==> config.mk <==
export PLATFORM = sky130hd
export DESIGN_NAME = adcsq_top
export DESIGN_NICKNAME = d
export VERILOG_FILES = /design/src/adcsq_pkg.sv /design/src/adcsq_sar.sv /design/src/adcsq_top.sv
export SDC_FILE = /design/constraint.sdc
export NUM_CORES = 1
export LEC_CHECK = 0
export BUFFER_PORTS_ARGS = -buffer_cell sky130_fd_sc_hd__buf_2
export CAP_MARGIN = 20
export CORE_MARGIN = 4
export CORE_UTILIZATION = 53
export DETAILED_ROUTE_END_ITERATION = 12
export PLACE_DENSITY = 0.75
export RECOVER_POWER = 50
export SYNTH_ARGS = -nofsm -noshare
export SYNTH_HDL_FRONTEND = slang
export SYNTH_HIERARCHICAL = 1
export SYNTH_SLANG_ARGS = --single-unit
==> constraint.sdc <==
create_clock -name clk -period 2.3 [get_ports clk]
set_input_delay 0.23 -clock clk [delete_from_list [all_inputs] [get_ports clk]]
set_output_delay 0.23 -clock clk [all_outputs]
set_load 0.05 [all_outputs]
==> src/adcsq_pkg.sv <==
// What this block does
// Single pass: start to end, then stop
// Continuous: wrap from end to start
// Pausing: halt per channel, wrap at end
// Each stored result raises interrupt request
// Interrupt request starts transfer service
// Trigger: software, timer, or external falling edge
// Result resolution eight or ten bits
// Eight channels, start and end select
// Conversion at least 6.12 us; an eight-bit result takes only 250 + 8 * 52 = 666 cycles, 5.33 us
// Sampling at least 2.0 us
// Successive approximation, MSB first
// Enable bit gates its own port pin
// Paused sequencer resumes on next trigger
// Busy shown; triggers ignored mid-conversion
package adcsq_pkg;
    localparam logic [3:0] ADDR_CTRL = 4'h0;
    localparam logic [3:0] ADDR_CHAN = 4'h1;
    localparam logic [3:0] ADDR_STAT = 4'h2;
    localparam logic [3:0] ADDR_INT_STAT = 4'h3;
    localparam logic [3:0] ADDR_INT_MASK = 4'h4;
    localparam logic [3:0] ADDR_RESULT = 4'h5;
    localparam logic [3:0] ADDR_PIN_EN = 4'h6;
    localparam logic [3:0] ADDR_SW_TRIG = 4'h7;
    localparam int CTRL_MODE_LSB = 0;
    localparam int CTRL_TSRC_LSB = 2;
    localparam int CTRL_RES8_BIT = 4;
    localparam int CTRL_XFER_BIT = 5;
    localparam int CHAN_END_LSB = 4;
    localparam logic [1:0] MODE_SINGLE = 2'h0;
    localparam logic [1:0] MODE_CONT = 2'h1;
    localparam logic [1:0] MODE_PAUSE = 2'h2;
    localparam logic [1:0] TSRC_SW = 2'h0;
    localparam logic [1:0] TSRC_TIMER = 2'h1;
    localparam logic [1:0] TSRC_EXT = 2'h2;
    localparam logic [7:0] CTRL_RESET = 8'h00;
    localparam logic [7:0] CHAN_RESET = 8'h00;
    localparam logic [7:0] PIN_EN_RESET = 8'h00;
    localparam logic [7:0] MASK_RESET = 8'h00;
    localparam int CLK_MHZ = 125;
    localparam int CONV_NS = 6120;
    localparam int SAMPLE_NS = 2000;
    localparam int SAMPLE_CYC = (SAMPLE_NS * CLK_MHZ + 999) / 1000;
    localparam int CONV_CYC = (CONV_NS * CLK_MHZ + 999) / 1000;
    localparam int RES_BITS = 10;
    localparam int STEP_CYC = (CONV_CYC - SAMPLE_CYC + RES_BITS - 1) / RES_BITS;
endpackage

==> src/adcsq_sar.sv <==
`timescale 1ns/100ps
module adcsq_sar #(
    parameter int BITS = 10,
    parameter int SAMPLE_CYC = 250,
    parameter int STEP_CYC = 48
) (
    // Clock and reset
    input wire logic clk,
    input wire logic rst,
    // Control
    input wire logic start,
    input wire logic res8,
    output logic done,
    output logic [BITS-1:0] result,
    // Analog front end
    output logic hold,
    output logic [BITS-1:0] dac_code,
    input wire logic cmp_high
);
    typedef enum logic [1:0] {S_IDLE, S_SAMPLE, S_STEP} adcsq_sar_st_t;
    typedef struct packed {
        adcsq_sar_st_t st;
        logic [15:0] cnt;
        logic [3:0] bit_idx;
        logic [BITS-1:0] code;
        logic [BITS-1:0] res;
        logic done;
    } adcsq_sar_t;
    adcsq_sar_t s_r, s_nxt;
    logic [3:0] last_idx;

    assign last_idx = res8 ? 4'(BITS - 8) : 4'h0;
    assign done = s_r.done;
    assign result = s_r.res;
    assign hold = (s_r.st == S_STEP);
    assign dac_code = s_r.code;

    always_comb begin
        s_nxt = s_r;
        s_nxt.done = 1'b0;
        unique case (s_r.st)
            S_IDLE: begin
                if (start) begin
                    s_nxt.st = S_SAMPLE;
                    s_nxt.cnt = 16'(SAMPLE_CYC - 1);
                end
            end
            S_SAMPLE: begin
                if (s_r.cnt == 16'h0000) begin
                    s_nxt.st = S_STEP;
                    s_nxt.cnt = 16'(STEP_CYC - 1);
                    s_nxt.bit_idx = 4'(BITS - 1);
                    s_nxt.code = '0;
                    s_nxt.code[BITS-1] = 1'b1;
                end else begin
                    s_nxt.cnt = s_r.cnt - 16'h0001;
                end
            end
            S_STEP: begin
                if (s_r.cnt != 16'h0000) begin
                    s_nxt.cnt = s_r.cnt - 16'h0001;
                end else begin
                    s_nxt.cnt = 16'(STEP_CYC - 1);
                    if (!cmp_high) begin
                        s_nxt.code[s_r.bit_idx] = 1'b0;
                    end
                    if (s_r.bit_idx <= last_idx) begin
                        s_nxt.st = S_IDLE;
                        s_nxt.done = 1'b1;
                        s_nxt.res = res8 ? (s_nxt.code >> (BITS - 8)) : s_nxt.code;
                    end else begin
                        s_nxt.bit_idx = s_r.bit_idx - 4'h1;
                        s_nxt.code[s_r.bit_idx - 4'h1] = 1'b1;
                    end
                end
            end
            default: s_nxt.st = S_IDLE;
        endcase
    end

    always_ff @(posedge clk) begin
        if (rst) begin
            s_r <= '0;
        end else begin
            s_r <= s_nxt;
        end
    end

    a_sample_len: assert property (@(posedge clk) disable iff (rst)
        $rose(s_r.st == S_SAMPLE) |-> (s_r.st == S_SAMPLE) [*8])
        else $error("Sampling phase ended too early");
    a_hold_steps: assert property (@(posedge clk) disable iff (rst)
        $rose(hold) |-> dac_code[BITS-1])
        else $error("First step does not try the top bit");
endmodule

==> src/adcsq_top.sv <==
// The address map and the plain strobed port were left to the implementer.
`timescale 1ns/100ps
module adcsq_top #(
    parameter int CHANNELS = 8,
    parameter int BITS = 10
) (
    // Clock and reset
    input wire logic clk,
    input wire logic rst,
    // Register port
    input wire logic [3:0] reg_addr,
    input wire logic [7:0] reg_wdata,
    input wire logic reg_wr,
    input wire logic reg_rd,
    output logic [15:0] reg_rdata,
    // Triggers
    input wire logic timer_trig,
    input wire logic ext_trig_pin,
    // Analog front end
    output logic [2:0] mux_sel,
    output logic [CHANNELS-1:0] analog_pin_enable,
    output logic hold,
    output logic [BITS-1:0] dac_code,
    input wire logic cmp_high_pin,
    // Status and requests
    output logic busy,
    output logic irq,
    output logic xfer_req
);
    typedef enum logic [1:0] {Q_IDLE, Q_CONV, Q_PAUSE} adcsq_seq_st_t;
    typedef struct packed {
        adcsq_seq_st_t st;
        logic [7:0] ctrl;
        logic [7:0] chan;
        logic [7:0] pin_en;
        logic [7:0] mask;
        logic int_stat;
        logic [2:0] cur;
        logic [2:0] res_chan;
        logic [BITS-1:0] result;
        logic [15:0] rdata;
        logic [1:0] ext_sync;
        logic ext_prev;
        logic [1:0] cmp_sync;
        logic start;
        logic [15:0] age;
    } adcsq_top_t;
    adcsq_top_t s_r, s_nxt;

    logic [1:0] mode;
    logic [1:0] tsrc;
    logic [2:0] ch_start;
    logic [2:0] ch_end;
    logic sw_trig;
    logic ext_fall;
    logic trig;
    logic conv_done;
    logic [BITS-1:0] conv_result;

    assign mode = s_r.ctrl[adcsq_pkg::CTRL_MODE_LSB +: 2];
    assign tsrc = s_r.ctrl[adcsq_pkg::CTRL_TSRC_LSB +: 2];
    assign ch_start = s_r.chan[2:0];
    assign ch_end = s_r.chan[adcsq_pkg::CHAN_END_LSB +: 3];
    assign sw_trig = reg_wr && (reg_addr == adcsq_pkg::ADDR_SW_TRIG) && reg_wdata[0];
    assign ext_fall = s_r.ext_prev && !s_r.ext_sync[1];
    always_comb begin
        unique case (tsrc)
            adcsq_pkg::TSRC_SW: trig = sw_trig;
            adcsq_pkg::TSRC_TIMER: trig = timer_trig;
            adcsq_pkg::TSRC_EXT: trig = ext_fall;
            default: trig = 1'b0;
        endcase
    end

    assign mux_sel = s_r.cur;
    assign analog_pin_enable = s_r.pin_en[CHANNELS-1:0];
    assign busy = (s_r.st != Q_IDLE);
    assign irq = s_r.int_stat && s_r.mask[0];
    assign xfer_req = irq && s_r.ctrl[adcsq_pkg::CTRL_XFER_BIT];
    assign reg_rdata = s_r.rdata;

    adcsq_sar #(
        .BITS(BITS),
        .SAMPLE_CYC(adcsq_pkg::SAMPLE_CYC),
        .STEP_CYC(adcsq_pkg::STEP_CYC)
    ) u_sar (
        .clk(clk),
        .rst(rst),
        .start(s_r.start),
        .res8(s_r.ctrl[adcsq_pkg::CTRL_RES8_BIT]),
        .done(conv_done),
        .result(conv_result),
        .hold(hold),
        .dac_code(dac_code),
        .cmp_high(s_r.cmp_sync[1])
    );

    always_comb begin
        s_nxt = s_r;
        s_nxt.start = 1'b0;
        s_nxt.ext_sync = {s_r.ext_sync[0], ext_trig_pin};
        s_nxt.ext_prev = s_r.ext_sync[1];
        s_nxt.cmp_sync = {s_r.cmp_sync[0], cmp_high_pin};
        if (reg_wr) begin
            unique case (reg_addr)
                adcsq_pkg::ADDR_CTRL: s_nxt.ctrl = reg_wdata;
                adcsq_pkg::ADDR_CHAN: s_nxt.chan = reg_wdata;
                adcsq_pkg::ADDR_INT_MASK: s_nxt.mask = reg_wdata;
                adcsq_pkg::ADDR_PIN_EN: s_nxt.pin_en = reg_wdata;
                adcsq_pkg::ADDR_INT_STAT: begin
                    if (reg_wdata[0]) begin
                        s_nxt.int_stat = 1'b0;
                    end
                end
                default: ;
            endcase
        end
        unique case (s_r.st)
            Q_IDLE: begin
                if (trig) begin
                    s_nxt.st = Q_CONV;
                    s_nxt.cur = ch_start;
                    s_nxt.start = 1'b1;
                end
            end
            Q_CONV: begin
                if (conv_done) begin
                    s_nxt.result = conv_result;
                    s_nxt.res_chan = s_r.cur;
                    s_nxt.int_stat = 1'b1;
                    if (s_r.cur == ch_end) begin
                        s_nxt.cur = ch_start;
                        if (mode == adcsq_pkg::MODE_CONT) begin
                            s_nxt.start = 1'b1;
                        end else if (mode == adcsq_pkg::MODE_PAUSE) begin
                            s_nxt.st = Q_PAUSE;
                        end else begin
                            s_nxt.st = Q_IDLE;
                        end
                    end else begin
                        s_nxt.cur = s_r.cur + 3'h1;
                        if (mode == adcsq_pkg::MODE_PAUSE) begin
                            s_nxt.st = Q_PAUSE;
                        end else begin
                            s_nxt.start = 1'b1;
                        end
                    end
                end
            end
            Q_PAUSE: begin
                if (trig) begin
                    s_nxt.st = Q_CONV;
                    s_nxt.start = 1'b1;
                end
            end
            default: s_nxt.st = Q_IDLE;
        endcase
        // Cycles since the last start
        if (s_r.start) begin
            s_nxt.age = 16'h0001;
        end else if (s_r.age != 16'hFFFF) begin
            s_nxt.age = s_r.age + 16'h0001;
        end
        s_nxt.rdata = 16'h0000;
        if (reg_rd) begin
            unique case (reg_addr)
                adcsq_pkg::ADDR_CTRL: s_nxt.rdata = {8'h00, s_r.ctrl};
                adcsq_pkg::ADDR_CHAN: s_nxt.rdata = {8'h00, s_r.chan};
                adcsq_pkg::ADDR_STAT: s_nxt.rdata = {11'h000, s_r.res_chan, s_r.st == Q_PAUSE, busy};
                adcsq_pkg::ADDR_INT_STAT: s_nxt.rdata = {15'h0000, s_r.int_stat};
                adcsq_pkg::ADDR_INT_MASK: s_nxt.rdata = {8'h00, s_r.mask};
                adcsq_pkg::ADDR_RESULT: s_nxt.rdata = 16'(s_r.result);
                adcsq_pkg::ADDR_PIN_EN: s_nxt.rdata = {8'h00, s_r.pin_en};
                default: s_nxt.rdata = 16'h0000;
            endcase
        end
    end

    always_ff @(posedge clk) begin
        if (rst) begin
            s_r <= '0;
            s_r.ctrl <= adcsq_pkg::CTRL_RESET;
            s_r.chan <= adcsq_pkg::CHAN_RESET;
            s_r.pin_en <= adcsq_pkg::PIN_EN_RESET;
            s_r.mask <= adcsq_pkg::MASK_RESET;
        end else begin
            s_r <= s_nxt;
        end
    end

    a_done_sets_int: assert property (@(posedge clk) disable iff (rst)
        (s_r.st == Q_CONV && conv_done) |=> s_r.int_stat)
        else $error("Stored result did not set interrupt status");
    a_single_stops: assert property (@(posedge clk) disable iff (rst)
        (s_r.st == Q_CONV && conv_done && s_r.cur == ch_end && mode == adcsq_pkg::MODE_SINGLE
         && !(reg_wr && reg_addr == adcsq_pkg::ADDR_CTRL)) |=> s_r.st == Q_IDLE)
        else $error("Single pass did not stop after end channel");
    a_cont_wraps: assert property (@(posedge clk) disable iff (rst)
        (s_r.st == Q_CONV && conv_done && s_r.cur == ch_end && mode == adcsq_pkg::MODE_CONT
         && !reg_wr) |=> (s_r.cur == ch_start && s_r.start))
        else $error("Continuous mode did not restart at start channel");
    a_pause_halts: assert property (@(posedge clk) disable iff (rst)
        (s_r.st == Q_CONV && conv_done && mode == adcsq_pkg::MODE_PAUSE && !reg_wr) |=> s_r.st == Q_PAUSE)
        else $error("Pausing mode did not halt");
    a_pause_resume: assert property (@(posedge clk) disable iff (rst)
        (s_r.st == Q_PAUSE && !trig) |=> (s_r.st == Q_PAUSE && !s_r.start))
        else $error("Paused sequencer moved without trigger");
    a_busy_ignore: assert property (@(posedge clk) disable iff (rst)
        (s_r.st == Q_CONV && !conv_done && trig) |=> !s_r.start)
        else $error("Trigger accepted during conversion");
    a_xfer_gate: assert property (@(posedge clk) disable iff (rst)
        xfer_req |-> (s_r.int_stat && s_r.mask[0]))
        else $error("Transfer request without interrupt");
    a_conv_time: assert property (@(posedge clk) disable iff (rst)
        s_r.start |=> !conv_done [*8])
        else $error("Conversion finished too fast");
    a_conv_length: assert property (@(posedge clk) disable iff (rst)
        (conv_done && !s_r.ctrl[adcsq_pkg::CTRL_RES8_BIT])
        |-> (s_r.age >= 16'(adcsq_pkg::CONV_CYC)))
        else $error("Full conversion shorter than minimum");
    a_sw_start: assert property (@(posedge clk) disable iff (rst)
        (s_r.st == Q_IDLE && tsrc == adcsq_pkg::TSRC_SW && sw_trig)
        |=> (s_r.st == Q_CONV && s_r.start))
        else $error("Software trigger did not start");
    a_timer_start: assert property (@(posedge clk) disable iff (rst)
        (s_r.st == Q_IDLE && tsrc == adcsq_pkg::TSRC_TIMER && timer_trig)
        |=> (s_r.st == Q_CONV && s_r.start))
        else $error("Timer trigger did not start");
    a_ext_start: assert property (@(posedge clk) disable iff (rst)
        (s_r.st == Q_IDLE && tsrc == adcsq_pkg::TSRC_EXT && ext_fall)
        |=> (s_r.st == Q_CONV && s_r.start))
        else $error("External falling edge did not start");
    a_idle_waits: assert property (@(posedge clk) disable iff (rst)
        (s_r.st == Q_IDLE && !trig)
        |=> (s_r.st == Q_IDLE && !s_r.start))
        else $error("Started without selected trigger");
    a_first_chan: assert property (@(posedge clk) disable iff (rst)
        (s_r.st == Q_IDLE && trig)
        |=> (mux_sel == $past(ch_start)))
        else $error("Sequence did not begin at start channel");
    a_next_chan: assert property (@(posedge clk) disable iff (rst)
        (s_r.st == Q_CONV && conv_done && s_r.cur != ch_end)
        |=> (mux_sel == 3'($past(s_r.cur) + 3'h1)))
        else $error("Channel did not advance by one");
    a_single_next: assert property (@(posedge clk) disable iff (rst)
        (s_r.st == Q_CONV && conv_done && s_r.cur != ch_end && mode == adcsq_pkg::MODE_SINGLE)
        |=> s_r.start)
        else $error("Single pass stopped before end channel");
    a_cont_next: assert property (@(posedge clk) disable iff (rst)
        (s_r.st == Q_CONV && conv_done && s_r.cur != ch_end && mode == adcsq_pkg::MODE_CONT)
        |=> s_r.start)
        else $error("Continuous mode did not go on");
    a_pause_wrap: assert property (@(posedge clk) disable iff (rst)
        (s_r.st == Q_CONV && conv_done && s_r.cur == ch_end && mode == adcsq_pkg::MODE_PAUSE && !reg_wr)
        |=> (s_r.st == Q_PAUSE && s_r.cur == ch_start))
        else $error("Pausing mode did not wrap to start");
    a_result_kept: assert property (@(posedge clk) disable iff (rst)
        (s_r.st == Q_CONV && conv_done)
        |=> (s_r.result == $past(conv_result) && s_r.res_chan == $past(s_r.cur)))
        else $error("Result not stored with its channel");
    a_int_sticky: assert property (@(posedge clk) disable iff (rst)
        (s_r.int_stat && !(reg_wr && reg_addr == adcsq_pkg::ADDR_INT_STAT))
        |=> s_r.int_stat)
        else $error("Interrupt status lost without clear");
    a_int_clear: assert property (@(posedge clk) disable iff (rst)
        (reg_wr && reg_addr == adcsq_pkg::ADDR_INT_STAT && reg_wdata[0] && !(s_r.st == Q_CONV && conv_done))
        |=> !s_r.int_stat)
        else $error("Interrupt status not cleared");
    a_xfer_follows: assert property (@(posedge clk) disable iff (rst)
        (irq && s_r.ctrl[adcsq_pkg::CTRL_XFER_BIT])
        |-> xfer_req)
        else $error("Transfer request missing");
    a_xfer_off: assert property (@(posedge clk) disable iff (rst)
        !s_r.ctrl[adcsq_pkg::CTRL_XFER_BIT]
        |-> !xfer_req)
        else $error("Transfer request while disabled");
    a_res8_align: assert property (@(posedge clk) disable iff (rst)
        (conv_done && s_r.ctrl[adcsq_pkg::CTRL_RES8_BIT])
        |-> (conv_result[BITS-1:8] == '0))
        else $error("Eight-bit result not right aligned");
    a_pin_write: assert property (@(posedge clk) disable iff (rst)
        (reg_wr && reg_addr == adcsq_pkg::ADDR_PIN_EN)
        |=> (analog_pin_enable == $past(reg_wdata[CHANNELS-1:0])))
        else $error("Pin enable write not applied");
    a_pin_holds: assert property (@(posedge clk) disable iff (rst)
        !(reg_wr && reg_addr == adcsq_pkg::ADDR_PIN_EN)
        |=> $stable(analog_pin_enable))
        else $error("Pin enable changed without write");
    a_resume_same: assert property (@(posedge clk) disable iff (rst)
        (s_r.st == Q_PAUSE && trig)
        |=> (s_r.st == Q_CONV && s_r.start && mux_sel == $past(mux_sel)))
        else $error("Paused sequencer did not resume");
    a_hold_busy: assert property (@(posedge clk) disable iff (rst)
        hold
        |-> busy)
        else $error("Converter active while not busy");
    a_conv_stays: assert property (@(posedge clk) disable iff (rst)
        (s_r.st == Q_CONV && !conv_done)
        |=> (s_r.st == Q_CONV))
        else $error("Conversion left before its result");
    c_single: cover property (@(posedge clk) s_r.st == Q_CONV ##1 s_r.st == Q_IDLE);
    c_pause: cover property (@(posedge clk) s_r.st == Q_PAUSE ##1 s_r.st == Q_CONV);
    c_ext: cover property (@(posedge clk) ext_fall && tsrc == adcsq_pkg::TSRC_EXT);
    c_irq: cover property (@(posedge clk) $rose(irq));
    c_wrap: cover property (@(posedge clk) s_r.st == Q_CONV && conv_done && s_r.cur == ch_end);
endmodule

# --- Word level (Yosys, flattened, before mapping) ---
# Cells that the tools add are included.
totals:
  output_inout_bits: 41
  reg_bits: 116
  input_bits: 19
classes:
  n_eq_ne: 26
  n_mux: 45
  magnitude_cmp: 5
  add_sub_neg: 3
  bitwise_logic: 6
  n_reduce_logical: 33
ops:
  columns: ["op", "n"]
  rows:
  - ["10-bit one-hot mux with 7 select lines", 1]
  - ["16-bit one-hot mux with 3 select lines", 1]
  - ["10-bit 2-to-1 mux", 4]
  - ["16-bit 2-to-1 mux", 2]
  - ["14-bit 2-to-1 mux", 2]
  - ["14-bit one-hot mux with 2 select lines", 1]
  - ["25-bit 2-to-1 mux", 1]
  - ["2-bit 2-to-1 mux", 10]
  - ["18-bit 2-to-1 mux", 1]
  - ["17-bit 2-to-1 mux", 1]
  - ["4-bit by 3-bit equality test with 1-bit output (second input constant)", 4]
  - ["16-bit logical NOT", 1]
  - ["16-bit nonzero test", 1]
  - ["16-bit by 1-bit subtractor with 16-bit output (second input constant)", 1]
  - ["2-bit AND reduction", 6]
  - ["4-bit AND reduction", 3]
  - ["1-bit 2-to-1 mux", 11]
  - ["11-bit 2-to-1 mux", 1]
  - ["10-bit AND", 1]
  - ["4-bit by 5-bit less-than comparator with 1-bit output (second input constant)", 2]
  - ["10-bit inverter", 1]
  - ["10-bit bitwise OR", 1]
  - ["3-bit AND reduction", 3]
  - ["1-bit demux with 4-bit select", 2]
  - ["27 further kinds", 56]

# --- Longest topological paths before layout ---
depth:
  ltp_word: 13
  mapped_depth: 9
  mapped_depth_nobuf: 7

# --- Modules after synthesis ---
# The synthesis kept the hierarchy.
modules_own_cells:
  columns: ["module", "cells_per_inst", "seq_area_each_um2", "area_per_inst_um2", "n_inst"]
  rows:
  - ["adcsq_top", 379, 1341.3, 3195.6, 1]
  - ["adcsq_sar", 324, 860.8, 2651.3, 1]

# --- Worst setup path before layout ---
# No wires, ideal clock.
synth_timing:
  path_kind: "reg-to-reg"
  from: "register u_sar/s_r[42] (netlist bit)"
  to: "register u_sar/s_r[40] (netlist bit)"
  t_arrival_ns: 2.080
  period_less_slack_ns: 2.155
  t_required_ns: 2.225
  slack_ns: 0.145
  stages_incl_launch_ff: 8
  path_cell_list: "dfxtp_1 ha_1 buf_2 or2_2 clkbuf_1 nand2_1 or4_1 a31oi_1"
synth_between:
  elab_chain_len: 3
synth_lines:
  columns: ["element", "line", "rtl"]
  rows:
  - ["from (decl)", "adcsq_sar.sv:29", "adcsq_sar_t s_r, s_nxt;"]
  - ["from (signal assigned)", "adcsq_sar.sv:85", "s_r <= s_nxt;"]
  - ["2-bit equality test (*)", null, null]
  - ["named net hold", "adcsq_top.sv:22", "output logic hold,"]
  - ["3-bit nonzero test (no line)", null, null]
  - ["2-bit AND reduction (no line)", null, null]
# Mark *: on every way through the listed nets, which the timed path passes. The rest lies on a longest branch.
# A chain may end at the register's enable or synchronous reset.

# --- Worst setup path in the final report ---
layout_timing:
  from: "register u_sar/s_r[25] (netlist bit)"
  to: "register u_sar.s_r (netlist bit u_sar/dac_code[3])"
layout_between:
  elab_chain_len: 3
layout_lines:
  columns: ["element", "line"]
  rows:
  - ["16-bit logical NOT / 16-bit nonzero test (equally long branches)", "adcsq_sar.sv:49, adcsq_sar.sv:60"]
  - ["2-bit by 1-bit inequality test with 1-bit output (no line) / 2-bit inequality test (equally long branches)", null]
  - ["3-bit AND reduction (no line) (*)", null]
# Every way passes the cells marked *; elsewhere a longest branch is shown, timed or not.

==> results.yml <==
power:
  powerDensity_nw_per_um2: 751
  p_sw_frac: 0.368
  peakVddDrop_v: 0.000917
  power.switching_uw: 1660
  p_clk_frac: 0.248
  cellInternalPower_uw: 2850
  p_leak_uw: 0.00211
  pwr-share-seq: 0.464
  combPwrFrac: 0.288
cells_and_area:
  final_cell_mix: "dfxtp_1 (110), nand2_1 (89), a21oi_1 (72), nor2_1 (49), nand3_1 (43)"
  n_antenna_cell: 0
  final_core_utilization: 0.555
  final_area_sq_um: 6010
  final_common_cell: "dfxtp_1"
  post_layout_nonfiller_instances: 851
  syn_to_final_growth_pct: 2.82
  fin_nets: 738
  drive_gt1_frac: 0.125
global_route:
  grt_max_degree: 37
  grt_pass1_vias: 4677
  grt_pass1_wl_mm: 22.5
  grt_usage: 0.211
  grt-ovfl-total: 0
  antenna_found_initial: 0
synth:
  avgSynthCellArea_sq_um: 8.32
  synthesis.area_sq_um: 5850
  yosys.cell_types.count: 82
  netlist.area_leader.share: 0.377
  yosysWarnings: 6
  synth_edf_count: 0
  ys_seq_elements: 110
  synth_cells: 703
  synth_area_leaders: "dfxtp_1 (38%), buf_4 (6.5%), a21oi_1 (6.2%), nand2_1 (5.7%), nand3_1 (3.7%)"
  ys_async_sr_fraction: 0
  post-synth-top-area-cell: "dfxtp_1"
  yosysSeqAreaShare: 0.377
  ys.flop_type: "dfxtp_1"
critical_path:
  path_max_fanout: 9
  endpoint_kind: "register"
  critPathSlowestCell: "dfxtp_1"
  cp.required_ps: 2580
  crit_arrival_ps: 2410
  crit_type: "register to register"
  crit_chain: "inv_1, ha_1, nor3b_4, nand4_2, nor2_1, a21oi_1, a22o_1"
  cp-start-kind: "register"
  crit_family: "simple AND/OR/NAND/NOR gates"
  critical_path_buf_inv_count: 1
  reg2reg_slack_ps: 170
  critical-path-max-stage-delay_ps: 350
floorplanning:
  die_w_um: 113
  die_h_um: 113
  rows: 38
  start_util: 0.539
  core-area_sq_um: 10800
  dieArea_sq_um: 12800
  top_level_ports: 60
sta:
  fin_tns_setup_ps: 0
  relSlewSlack: 0.306
  worst_pin_slew_ps: 1030
  hold_viol_final: 0
  fmax_mhz: 470
  setup_violations: 0
  finalCritPeriodShare: 0.926
  final_max_slew_viol_count: 0
  rsz0062_at_grt: "no"
  skew_ps: 11.1
  hold-worst-slack_ps: 56.6
  fin_crit_ps: 2130
detailed_routing:
  drc: 0
  drt_iter0_drc: 310
  vias: 5093
  dr.pass1.iters: 5
  route.antenna.remaining_nets: 0
  wl_per_cell_um: 16.1
  avgViaCountPerCell: 5.98
  detail_route.wirelength_mm: 13.7
outcome:
  outcome: "complete, no violations"
place:
  port_buffers: 53
  post-dp-hpwl_mm: 9.98
  dpl_cell_area_sq_um: 5910
  place_congestion: 0.898
  dp_cells: 835
clocking:
  cts_setup_buffers: 0
  ctsLongestPathBuffers: 2
  cts-root-buf: "clkbuf_8"
  cts.clk_slew.worst_paths_ps: 110
  cts.sinks: 110
  post_cts_resized: 0
  ctsHoldBuffers: 0
  h-tree-depth: 3
  cts_buffers: 9
  clkLatencyLatePin_ps: 390
  cts_tree: "built"
job:
  max_cap_viol_count: 0
hold_path:
  hold_path.class: "primary input to register"
## state kept, by name (all words and copies together), names as in the netlist
register / flops
mux_sel: 3
u_sar/s_r: 22
u_sar/result: 10
analog_pin_enable: 8
s_r: 35
u_sar/done: 1
s_nxt: 3
mode: 2
ch_start: 3
ch_end: 3
reg_rdata: 10
u_sar/dac_code: 10
## cell usage after synthesis (11+ instances only)
cell type / n
nand3_1: 43
a31oi_1: 12
dfxtp_1: 110
a21oi_1: 72
inv_1: 20
nand2_1: 89
nor2_1: 49
clkbuf_1: 18
nor2b_1: 13
nor3_1: 11
ha_1: 13
buf_2: 11
o21ai_0: 19
buf_4: 51
## stage by stage
step | setup slack [ps] | total power, uW
final | 171 | 4520
after CTS | 216 | 4530
after global routing | 26.4 | 4760
after detailed placement | 238 | 3430
after floorplan | 145 | 3160
after global placement | 302 | 3390
## final timing paths
path                         startpoint                             end  cells after the start
max          u_sar/s_r[25]$_SDFFE_PP0P_  u_sar/dac_code[3]$_SDFFE_PP0P_                      7
min                        ext_trig_pin            s_nxt[21]$_SDFF_PP0_                      2
max reg2reg  u_sar/s_r[25]$_SDFFE_PP0P_  u_sar/dac_code[3]$_SDFFE_PP0P_                      7
min reg2reg        s_nxt[18]$_SDFF_PP0_              s_r[18]$_SDFF_PP0_                      1
## cells by family after synthesis
family,count (synthesis),share of synthesized area
AOI/OAI and AO/OA,172,0.191
xor gates and xnor gates,9,0.0135
adders and majority gates,13,0.0278
buffers and inverters,104,0.104
DFF,110,0.377
muxes,19,0.0345
other,1,0.000641
and+or+nand+nor,275,0.252
## power groups by stage
stage | Clock (uW) | Combinational (uW) | Sequential (uW)
final | 1120 | 1300 | 2090
after global routing | 1220 | 1430 | 2110
after detailed placement | 0 | 1290 | 2130
after floorplan | 0 | 1070 | 2090
after CTS | 1140 | 1300 | 2090
after global placement | 0 | 1260 | 2130
## metal layers
metal  part of all wire  global-route usage  vias to the layer above
li1                   -                   -                     2446
met2               0.49               0.357                      190
met4              0.017              0.0633                        0
met5                  0                   0                        -
met3              0.066              0.0492                       23
met1               0.43               0.268                     2434
## cell type report
type | instances | area [sq um]
clock buffers | 9 | 124
repair buffers | 71 | 355
inverters | 20 | 75.1
multi-input cells | 494 | 3020
fillers | 1019 | 4830
well taps | 140 | 175
clock inverters | 7 | 57.6
flip-flops and latches | 110 | 2200
(Power assumes the default switching activity.)
